--- src/inc/sipo_defines.vh ---
`ifndef SIPO_DEFINES_VH
`define SIPO_DEFINES_VH
// shift and storage width
`define SIPO_WIDTH 8
// reset value of the shift stages
`define SIPO_SHIFT_RST 8'h00
// synchroniser depth for pin inputs
`define SIPO_SYNC_DEPTH 3
`endif

--- src/rtl/sipo_latch.v ---
`include "sipo_defines.vh"
`timescale 1ns/1ns
`default_nettype none
// Function
// - eight-bit shift register and storage register, each on its own clock input.
// - shift register advances once per shift clock rising edge only.
// - serial data enters stage 0; each stage moves up one.
// - cascade output shows stage 7, the old stage 6 after a shift.
// - storage clock rising edge copies all eight stages into storage.
// - simultaneous edges load storage with the pre-shift content.
// - output enable low drives storage bits on the parallel outputs.
// - output enable high releases parallel outputs; cascade output still driven.
// - output enable never changes shift or storage content.
// - clear low forces stages and cascade output low; storage holds.
// - storage edge during clear loads all zeros into storage.
module sipo_latch
#(
  parameter WIDTH = `SIPO_WIDTH
)
(
  input wire clock,
  input wire rst_n,
  input wire serial_data_in,
  input wire shift_clock_in,
  input wire storage_clock_in,
  input wire shift_clear_n,
  input wire output_enable_n,
  output wire [WIDTH-1:0] parallel_out,
  output wire [WIDTH-1:0] parallel_out_oe,
  output wire cascade_out
);
  // ****************************************
  // pin sampling
  // ****************************************
  wire data_lvl;
  wire shift_rise;
  wire store_rise;
  wire clear_lvl_n;
  wire oe_lvl_n;

  sipo_pin_sync u_sync_data
  (
    .clock(clock),
    .rst_n(rst_n),
    .pin_in(serial_data_in),
    .level_out(data_lvl),
    .rise_out()
  );

  sipo_pin_sync u_sync_shift
  (
    .clock(clock),
    .rst_n(rst_n),
    .pin_in(shift_clock_in),
    .level_out(),
    .rise_out(shift_rise)
  );

  sipo_pin_sync u_sync_store
  (
    .clock(clock),
    .rst_n(rst_n),
    .pin_in(storage_clock_in),
    .level_out(),
    .rise_out(store_rise)
  );

  // clear is async on the real part; here it is sampled, and it also
  // gates the stages combinationally so the cascade drops at once
  sipo_pin_sync u_sync_clear
  (
    .clock(clock),
    .rst_n(rst_n),
    .pin_in(shift_clear_n),
    .level_out(clear_lvl_n),
    .rise_out()
  );

  sipo_pin_sync u_sync_oe
  (
    .clock(clock),
    .rst_n(rst_n),
    .pin_in(output_enable_n),
    .level_out(oe_lvl_n),
    .rise_out()
  );

  // ****************************************
  // shift register
  // ****************************************
  reg [WIDTH-1:0] shift_r;
  reg [WIDTH-1:0] shift_nxt;
  wire [WIDTH-1:0] stages;

  always @*
  begin
    shift_nxt = shift_r;
    if (!clear_lvl_n)
      shift_nxt = `SIPO_SHIFT_RST;
    else if (shift_rise)
      shift_nxt = {shift_r[WIDTH-2:0], data_lvl};
  end

  always @(posedge clock or negedge rst_n)
  begin
    if (!rst_n)
      shift_r <= `SIPO_SHIFT_RST;
    else
      shift_r <= shift_nxt;
  end

  // cleared stages read low while clear holds
  assign stages = clear_lvl_n ? shift_r : `SIPO_SHIFT_RST;
  assign cascade_out = stages[WIDTH-1];

  // ****************************************
  // storage register
  // ****************************************
  wire [WIDTH-1:0] store_q;

  // loads from the current, pre-shift stages, so storage lags by one
  sipo_stage_reg #(.WIDTH(WIDTH)) u_store
  (
    .clock(clock),
    .load(store_rise),
    .data_in(stages),
    .data_out(store_q)
  );

  // ****************************************
  // three-state outputs
  // ****************************************
  // enable only gates the drivers, never the registers
  assign parallel_out = store_q;
  assign parallel_out_oe = {WIDTH{~oe_lvl_n}};
endmodule
`default_nettype wire

--- src/rtl/sipo_pin_sync.v ---
`timescale 1ns/1ns
`default_nettype none
// ****************************************
// three-stage pin synchroniser with agreement check
// ****************************************
module sipo_pin_sync
(
  input wire clock,
  input wire rst_n,
  input wire pin_in,
  output wire level_out,
  output wire rise_out
);
  reg s1_r;
  reg s2_r;
  reg s3_r;
  reg lvl_r;
  reg lvl_nxt;

  // s1 feeds only s2; a change counts once s2 and s3 agree
  always @(posedge clock or negedge rst_n)
  begin
    if (!rst_n)
    begin
      s1_r <= 1'b0;
      s2_r <= 1'b0;
      s3_r <= 1'b0;
      lvl_r <= 1'b0;
    end
    else
    begin
      s1_r <= pin_in;
      s2_r <= s1_r;
      s3_r <= s2_r;
      lvl_r <= lvl_nxt;
    end
  end

  always @*
  begin
    lvl_nxt = lvl_r;
    if (s2_r == s3_r)
      lvl_nxt = s3_r;
  end

  assign level_out = lvl_nxt;
  assign rise_out = lvl_nxt & ~lvl_r;
endmodule
`default_nettype wire

--- src/rtl/sipo_stage_reg.v ---
`include "sipo_defines.vh"
`timescale 1ns/1ns
`default_nettype none
// ****************************************
// storage register, no reset
// ****************************************
module sipo_stage_reg
#(
  parameter WIDTH = `SIPO_WIDTH
)
(
  input wire clock,
  input wire load,
  input wire [WIDTH-1:0] data_in,
  output wire [WIDTH-1:0] data_out
);
  reg [WIDTH-1:0] store_r;

  // no reset: content is undefined until the first load
  always @(posedge clock)
  begin
    if (load)
      store_r <= data_in;
  end

  assign data_out = store_r;
endmodule
`default_nettype wire

--- config.mk ---
export PLATFORM = sky130hd
export DESIGN_NAME = sipo_latch
export DESIGN_NICKNAME = d
export VERILOG_FILES = /design/src/rtl/sipo_latch.v /design/src/rtl/sipo_pin_sync.v /design/src/rtl/sipo_stage_reg.v
export VERILOG_INCLUDE_DIRS = /design/src /design/src/inc
export SDC_FILE = /design/constraint.sdc
export NUM_CORES = 1
export LEC_CHECK = 0
export ABC_AREA = 1
export BUFFER_PORTS_ARGS = -buffer_cell sky130_fd_sc_hd__buf_2
export CORE_UTILIZATION = 40
export CTS_BUF_LIST = sky130_fd_sc_hd__clkbuf_4 sky130_fd_sc_hd__clkbuf_8
export DETAILED_ROUTE_END_ITERATION = 6
export GPL_TIMING_DRIVEN = 0
export SLEW_MARGIN = 25
export SYNTH_ARGS = -nofsm -noshare
export SYNTH_HDL_FRONTEND = slang
export SYNTH_SLANG_ARGS = --single-unit
export TNS_END_PERCENT = 20
--- constraint.sdc ---
create_clock -name clock -period 1.15 [get_ports clock]
set_input_delay 0.1725 -clock clock [delete_from_list [all_inputs] [get_ports clock]]
set_output_delay 0.1725 -clock clock [all_outputs]
set_load 0.02 [all_outputs]
# Word level (Yosys, flattened, before mapping)
# Cells that the tools add are included.
# totals
in_bits	7
wordCells	42
ff_bits	36
# op_classes
n_eq_ne	6
bitwise	5
mux	8
# op_table
cell	n
$mux W8	3
$eq A1 B1 Y1	5
$mux W1	5
$not A1 Y1	3
$and A1 B1 Y1	2
$ne A2 B2 Y1 const B	1

# Depth between registers and ports, before layout
# Gate-level depths: netlist of run 1.
# depth
ltp_word	5
depth_mapped	6
mapped_depth_nobuf	6

# Hierarchy
# A second synthesis of run 1 with hierarchy kept.
# unflattened
cells_unflattened	118
hier_area_um2	1320.0
# modules_own_cells
module	seq_area_each_um2	n_inst	area_each_um2	cells_per_inst
sipo_pin_sync	100.1	5	123.9	10
sipo_latch	200.2	1	460.4	60
sipo_stage_reg	240.2	1	240.2	8

# Worst setup path after synthesis of run 1
# OpenSTA, ideal clock, no wires.
# synth_path
path_kind	register to register
start	reg u_sync_clear.s2_r
end	reg u_store.store_r[7] (netlist: u_store.data_out[7]), data pin
path_stages_with_launch	5
period_less_slack_ns	1.178
arrival_ns	0.938
path_slack_ns	-0.028
t_required_ns	0.910
setup_ns	0.240
path_cell_list	dfrtp_1 > nand2_2 > nand2_2 > nand2_4 > nor2_1
# synth_between
elab_chain_len	3
# synth_rtl
item	line_no	source
from (decl)	sipo_pin_sync.v:15	reg s2_r;
from (signal assigned)	sipo_pin_sync.v:33	s2_r <= s1_r;
$eq A1 B1 Y1	sipo_pin_sync.v:42	if (s2_r == s3_r)
$mux W1	sipo_pin_sync.v:42	
$mux W8 (no source line)	-	
via cascade_out	sipo_latch.v:30	output wire cascade_out
to (signal assigned)	sipo_stage_reg.v:23	store_r <= data_in;
to (decl)	sipo_stage_reg.v:17	reg [WIDTH-1:0] store_r;
# The timed path passes the listed nets, and every way through them passes these cells.
# A chain may end at the register's enable or synchronous reset.

# Final worst setup path of run 1
# layout_path
start	reg u_sync_oe.s2_r
end	out parallel_out_oe[2]
# layout_between
elab_chain_len	3
# layout_rtl
item	line_no	source
from (decl)	sipo_pin_sync.v:15	
from (signal assigned)	sipo_pin_sync.v:33	
$eq A1 B1 Y1	sipo_pin_sync.v:42	
$mux W1	sipo_pin_sync.v:42	
via oe_lvl_n	sipo_latch.v:39	wire oe_lvl_n;
$not A1 Y1	sipo_latch.v:135	assign parallel_out_oe = {WIDTH{~oe_lvl_n}};
to (decl)	sipo_latch.v:29	output wire [WIDTH-1:0] parallel_out_oe,
# The timed path passes the listed nets, and every way through them passes these cells.

==> key figures, run 1 <==
Die
  – Initial core utilization: 42.7%
  – Die Footprint: 3520 sq um
  – # IOs: 24
  – FP Rows: 20
  – Core area: 3080 sq um
  – Die X: 59.3 microns
  – Die Y: 59.3 microns

Detailed routing
  – Final WL: 2010 microns
  – DR vias/cell: 4.39
  – Routed Antenna Nets: 0
  – Routed vias: 834
  – TritonRoute pass-1 iters: 3
  – DR WL/cell: 10.6 microns
  – # DRC: 0
  – Iter 0 DRT Violations: 11

GRT
  – Vias in the first global route: 791
  – Initial antenna violation count: 0
  – GRT Util Overall: 13.5%
  – Largest net degree at the start of global routing: 29
  – Total global routing overflow: 0
  – First-pass GRT wire length: 3270 microns

Synthesis
  – FF+latch count, synth: 36
  – Distinct cells, synth: 17
  – Avg Inst Size Synth: 12.2 sq um
  – Net Count, Synth: 115
  – Gate Count Post-Synth: 108
  – Post-synthesis sequential area ratio: 71.6%
  – Synth warn: 0
  – Post-Synthesis Cell Area: 1310 sq um

Worst setup path
  – Worst setup SP type: flop
  – Worst r2r dst: shift_r[2]$_DFFE_PN0P_
  – CP endpoint kind: output pin
  – CP arrival: 1.34 ns
  – Reg2Reg Depth: 5
  – Critical Path RT: 0.98 ns
  – Reg2reg setup slack: 0.10 ns
  – Crit Path Class: reg -> out
  – Crit-path max FO: 8
  – Worst reg2reg startpoint: u_sync_shift.s2_r$_DFF_PN0_

Timing
  – Final setup viols: 9
  – Worst slew pin tran: 0.597 ns
  – Final hold vios: 0
  – Clock skew: 0.00790 ns
  – Final setup margin: -0.364 ns
  – Tcrit/Tclk final: 132%
  – Final Max Tran Viols: 0
  – RSZ-0062 raised after global routing: yes
  – Crit path time final: 1.51 ns
  – Slew margin rel.: 60.2%
  – FMAX: 0.661 GHz

Hold path
  – Worst hold path endpoint: u_sync_oe.s2_r$_DFF_PN0_
  – Hold_sp: u_sync_oe.s1_r$_DFF_PN0_
  – Hold depth: 0
  – Worst Hold Class: reg -> reg

Clock network
  – Root Driver: clkbuf_4
  – CTS tree: built
  – Clock Sinks: 36
  – CTS Buffer Depth: 2
  – Clock slew at reported path FFs: 0.09 ns
  – Cts bufs inserted: 5
  – H-tree depth: 2
  – Clk_lat worst skew: 0.33 ns

Cells and area
  – Layout cells sized above 1: 39.7%
  – Final Cell Area: 1710 sq um
  – Nets: 152
  – Area grow syn2layout: 30.5%
  – Core Util, Final: 55.7%
  – Fillers: 254
  – Final cell count without fillers: 190
  – Antenna Cells: 0

Pwr
  – Max VDD drop: 1.00 mV
  – Leakage: 0.796 nW
  – Overall power: 2.45 mW
  – Power Dens Cells: 1430 nW/um^2

Place
  – PortBufs: 23
  – Detail Placement HPWL: 1220 microns
  – DP Area: 1490 sq um
  – Placed cell count: 175
  – DP Worst Slack: -0.0627 ns
  – Routability cong.: 0.742

Flow run
  – Maxcap violations: 0

Status
  – Status: finished, violations left
  – Failing checks: setup timing
==> worst max-delay path, cell delays in order, from the launching register on <==
cell	delay, ns
dfrtp_1	0.42
a21oi_2	0.17
nor2_2	0.07
inv_4	0.12
buf_6	0.11
buf_6	0.11
==> area by class of cell <==
type | instances | area, sq um | share of cell area (%)
tap | 44 | 55.1 | 3.21
multi-input combinational | 50 | 279 | 16.3
timing repair buffer | 30 | 233 | 13.6
buffer | 7 | 78.8 | 4.60
inverter | 15 | 61.3 | 3.58
sequential | 36 | 941 | 54.9
clock buffer | 8 | 66.3 | 3.87
==> placed cells by master, fill, tap and decap left out, types with 2 or more instances in the layout <==
cell type / synthesis / layout
clkbuf_4: 0 / 7
dlygate4sd3_1: 0 / 6
buf_2: 0 / 15
nand3_1: 9 / 9
nor2_4: 1 / 2
nor2_2: 7 / 8
edfxtp_1: 8 / 8
nand2_2: 2 / 2
inv_4: 0 / 2
dfrtp_1: 28 / 28
inv_1: 13 / 12
buf_6: 0 / 15
nor2_1: 6 / 4
nand2_1: 18 / 18
==> power by group <==
group	total, mW	internal [mW]	leakage [nW]	switching, mW
Sequential	1.39	1.36	0.421	0.0284
Combinational	0.338	0.153	0.335	0.185
Clock	0.728	0.349	0.0394	0.379
Total	2.45	1.86	0.796	0.593
==> per-stage QoR <==
stage	hold slack (ns)	setup TNS [ns]
6_report	0.357	-3.12
5_1_grt	0.369	-3.91
4_1_cts	0.359	-2.85
3_5_place_dp	0.215	-0.416
3_3_place_gp	0.207	-0.0278
2_1_floorplan	-0.123	-0.0415
==> routing by layer <==
layer / vias to the layer above / wire (microns) / GRT usage, %
met1: 395 / 791 / 15.0
met2: 21 / 1070 / 21.8
met4: 0 / 60 / 9.18
met3: 8 / 84 / 4.59
li1: 410 / - / -
met5: - / 0 / 0
==> kinds of logic (layout without fill, tap and decap cells) <==
family	after synthesis	in the layout	share of synthesized area, %
simple gates	45	45	17.0
flops	36	36	71.6
compound gates	4	4	2.38
fa+ha+maj	1	1	0.762
buf+inv	22	60	8.29
==> how the worst max path moves through the flow <==
| stage | start | endpoint | cells past startpoint |
|---|---|---|---|
| 2_1_floorplan | u_sync_oe.lvl_r$_DFF_PN0_ | parallel_out_oe[1] | 4 |
| 3_3_place_gp | u_sync_oe.lvl_r$_DFF_PN0_ | parallel_out_oe[4] | 5 |
| 3_5_place_dp | u_sync_oe.s2_r$_DFF_PN0_ | parallel_out_oe[4] | 5 |
| 4_1_cts | u_sync_oe.lvl_r$_DFF_PN0_ | parallel_out_oe[4] | 5 |
| 5_1_grt | u_sync_oe.s2_r$_DFF_PN0_ | parallel_out_oe[6] | 5 |
| 6_report | u_sync_oe.s2_r$_DFF_PN0_ | parallel_out_oe[2] | 5 |
==> timing repair <==
action | 4_1_cts | 5_1_grt
resized for setup | 18 | 12
pin swaps | 1 | 1
endpoints found under the hold margin | 33 | 0
hold buffers | 6 | 0
buffers inserted | 1 | 0
endpoints found under the setup margin | 9 | 25
==> synth_stat cells (all sizes together) <==
master | number | share of area (%)
nor2 | 14 | 5.9
maj3 | 1 | 0.76
a21oi | 3 | 2.0
o21ai | 1 | 0.38
dfrtp | 28 | 53
edfxtp | 8 | 18
inv | 15 | 4.3
nand3 | 9 | 3.4
nand2 | 21 | 7.0
buf | 7 | 4.0
and3b | 1 | 0.67
No activity file was read; power rests on OpenSTA's default activity.
==> inputs of run 2 (changes only) <==
- clock period: 1.15 -> 1.54 ns (I/O delays scaled with it)
==> key figures, run 2 (synthesis gave the netlist of run 1 again) <==
Status
  – Status: finished, violations left
  – Failing checks: setup timing

Die
  – Die X: 59.3 microns (unchanged)
  – Die Y: 59.3 microns (unchanged)
  – FP Rows: 20 (unchanged)
  – Initial core utilization: 42.7% (unchanged)
  – # IOs: 24 (unchanged)
  – Die Footprint: 3520 sq um (unchanged)
  – Core area: 3080 sq um (unchanged)

Place
  – Routability cong.: 0.720 (-3.0%)
  – Placed cell count: 175 (unchanged)
  – Detail Placement HPWL: 1230 microns (+0.72%)
  – PortBufs: 23 (unchanged)
  – DP Area: 1480 sq um (-0.17%)
  – DP Worst Slack: 0.279 ns (+0.341 ns)

Timing
  – Clock skew: 0.00867 ns (+0.000775 ns)
  – Setup TNS: -0.0550 ns (+3.06 ns)
  – Final setup viols: 7 (-2)
  – Crit path time final: 1.56 ns
  – FMAX: 0.641 GHz
  – Tcrit/Tclk final: 101%
  – Final setup margin: -0.0192 ns (+0.344 ns)
  – Worst slew pin tran: 0.586 ns (-0.0114 ns)
  – RSZ-0062 raised after global routing: yes
  – Slew margin rel.: 61.0% (+0.76 points)
  – Final Max Tran Viols: 0 (unchanged)
  – Worst hold slack: 0.354 ns (-0.00285 ns)
  – Final hold vios: 0 (unchanged)

Worst setup path
  – Worst-path cell chain: a21oi_2, nor2_2, inv_4, buf_6, buf_6
  – Reg2reg setup slack: 0.41 ns (+0.31 ns)
  – CP endpoint kind: output pin
  – Worst reg2reg startpoint: u_sync_store.lvl_r$_DFF_PN0_
  – Worst setup SP type: flop
  – Crit path max-delay cell type: dfrtp_1
  – Reg2Reg Depth: 1 (-4)
  – Crit Path Class: reg -> out
  – Critical path's most frequent cell: buf_6
  – Critical Path RT: 1.31 ns (+0.33 ns)
  – Max incr delay on CP: 0.42 ns (about the same)
  – CP arrival: 1.33 ns (about the same)
  – Crit-path max FO: 8 (unchanged)
  – Worst r2r dst: u_store.data_out[6]$_SDFFCE_PP0P_

Flow run
  – Maxcap violations: 0 (unchanged)

Pwr
  – Max VDD drop: 0.663 mV (-34%)
  – Leakage: 0.812 nW (+2.0%)
  – Power Dens Cells: 1080 nW/um^2 (-25%)

Detailed routing
  – Routed Antenna Nets: 0 (unchanged)
  – Iter 0 DRT Violations: 8 (-3)
  – TritonRoute pass-1 iters: 4 (+1)
  – Routed vias: 817 (-2.0%)
  – Final WL: 1980 microns (-1.2%)
  – # DRC: 0 (unchanged)
  – DR vias/cell: 4.23 (-3.6%)
  – DR WL/cell: 10.3 microns (-2.7%)

Cells and area
  – Commonest non-fill, non-tap cell in the layout: dfrtp_1
  – Final Cell Area: 1740 sq um (+1.2%)
  – Final cell count without fillers: 193 (+1.6%)
  – Layout cells sized above 1: 40.3% (+0.54 points)
  – Antenna Cells: 0 (unchanged)
  – Nets: 155 (+2.0%)
  – Area grow syn2layout: 32.1%
  – Most frequent cells in the layout: dfrtp_1 (28), nand2_1 (18), buf_2 (15)

Clock network
  – Root Driver: clkbuf_4
  – Cts bufs inserted: 5 (unchanged)
  – H-tree depth: 2 (unchanged)
  – CTS tree: built
  – Clk_lat worst skew: 0.34 ns (about the same)
  – Clock slew at reported path FFs: 0.10 ns (about the same)
  – Clock Sinks: 36 (unchanged)
  – CTS Buffer Depth: 2 (unchanged)

GRT
  – Total global routing overflow: 0 (unchanged)
  – First-pass GRT wire length: 3310 microns (+1.1%)
  – GRT Util Overall: 13.8% (+0.35 points)
  – Largest net degree at the start of global routing: 29 (unchanged)
  – Vias in the first global route: 793 (+0.25%)
  – Initial antenna violation count: 0 (unchanged)

Hold path
  – Worst Hold Class: reg -> reg
  – Worst hold path endpoint: u_sync_data.s2_r$_DFF_PN0_
  – Hold depth: 0 (unchanged)
  – Hold_sp: u_sync_data.s1_r$_DFF_PN0_
==> run 2: changes by cell type in the layout (fill, tap and decap cells not counted) <==
cell      before  now
buf_4          1    5
and3b_1        0    1
and3b_2        1    0
buf_6         15   14
clkbuf_4       7    6
clkbuf_8       1    2
inv_2          1    2
inv_4          2    1
==> run 2: through the flow <==
step / utilization [%] / total power [mW]
2_1_floorplan: - / 1.18
3_3_place_gp: 48.2 / 1.23
3_5_place_dp: 48.2 / 1.24
4_1_cts: 55.0 / 1.87
5_1_grt: 56.4 / 1.97
6_report: 56.4 / 1.87
==> run 2: worst max-delay path by stage <==
| stage | from | cells past startpoint | slack [ns] | to |
|---|---|---|---|---|
| 2_1_floorplan | u_sync_oe.lvl_r$_DFF_PN0_ | 4 | 0.33 | parallel_out_oe[1] |
| 3_5_place_dp | u_sync_oe.s2_r$_DFF_PN0_ | 5 | 0.28 | parallel_out_oe[1] |
| 3_3_place_gp | u_sync_oe.s2_r$_DFF_PN0_ | 5 | 0.33 | parallel_out_oe[7] |
| 6_report | u_sync_oe.s2_r$_DFF_PN0_ | 5 | -0.02 | parallel_out_oe[3] |
| 5_1_grt | u_sync_oe.s2_r$_DFF_PN0_ | 5 | -0.11 | parallel_out_oe[3] |
| 4_1_cts | u_sync_oe.s2_r$_DFF_PN0_ | 5 | -0.003 | parallel_out_oe[2] |
==> run 2: timing repair <==
| action | 4_1_cts | 5_1_grt |
|---|---|---|
| resized for setup | 18 | 10 |
| pin swaps | 1 | 3 |
| setup buffers | 3 | 1 |
| endpoints found under the hold margin | 33 | 0 |
| cloned | 0 | 0 |
| hold buffers | 6 | 0 |
| endpoints found under the setup margin | 9 | 9 |
==> run 2: routing by layer <==
layer	up-vias	track usage (%)	wire length [microns]
met4	0	11.2	61
met1	373	14.7	827
met3	8	4.59	78
li1	415	-	-
met5	-	0	0
met2	21	22.3	1020
==> run 2: area by class of cell <==
cell class	instances	area (sq um)
Sequential cell	36	941
Fill cell	267	1340
Buffer	7	78.8
Inverter	15	58.8
Clock buffer	8	72.6
Multi-Input combinational cell	50	278
Timing Repair Buffer	33	251
Tap cell	44	55.1
==> run 2: worst max-delay path: cells and delay by family, from the launching register on <==
family | cells | cell delay, ns
AOI/OAI and AO/OA | 1 | 0.16
buffers and inverters | 3 | 0.35
and+or+nand+nor | 1 | 0.07
DFF | 1 | 0.42
==> run 2: power breakdown <==
group	total, mW	switching, mW	internal, mW
logic	0.259	0.138	0.122
registers	1.03	0.0209	1.01
clock network	0.575	0.289	0.286
total	1.87	0.448	1.42
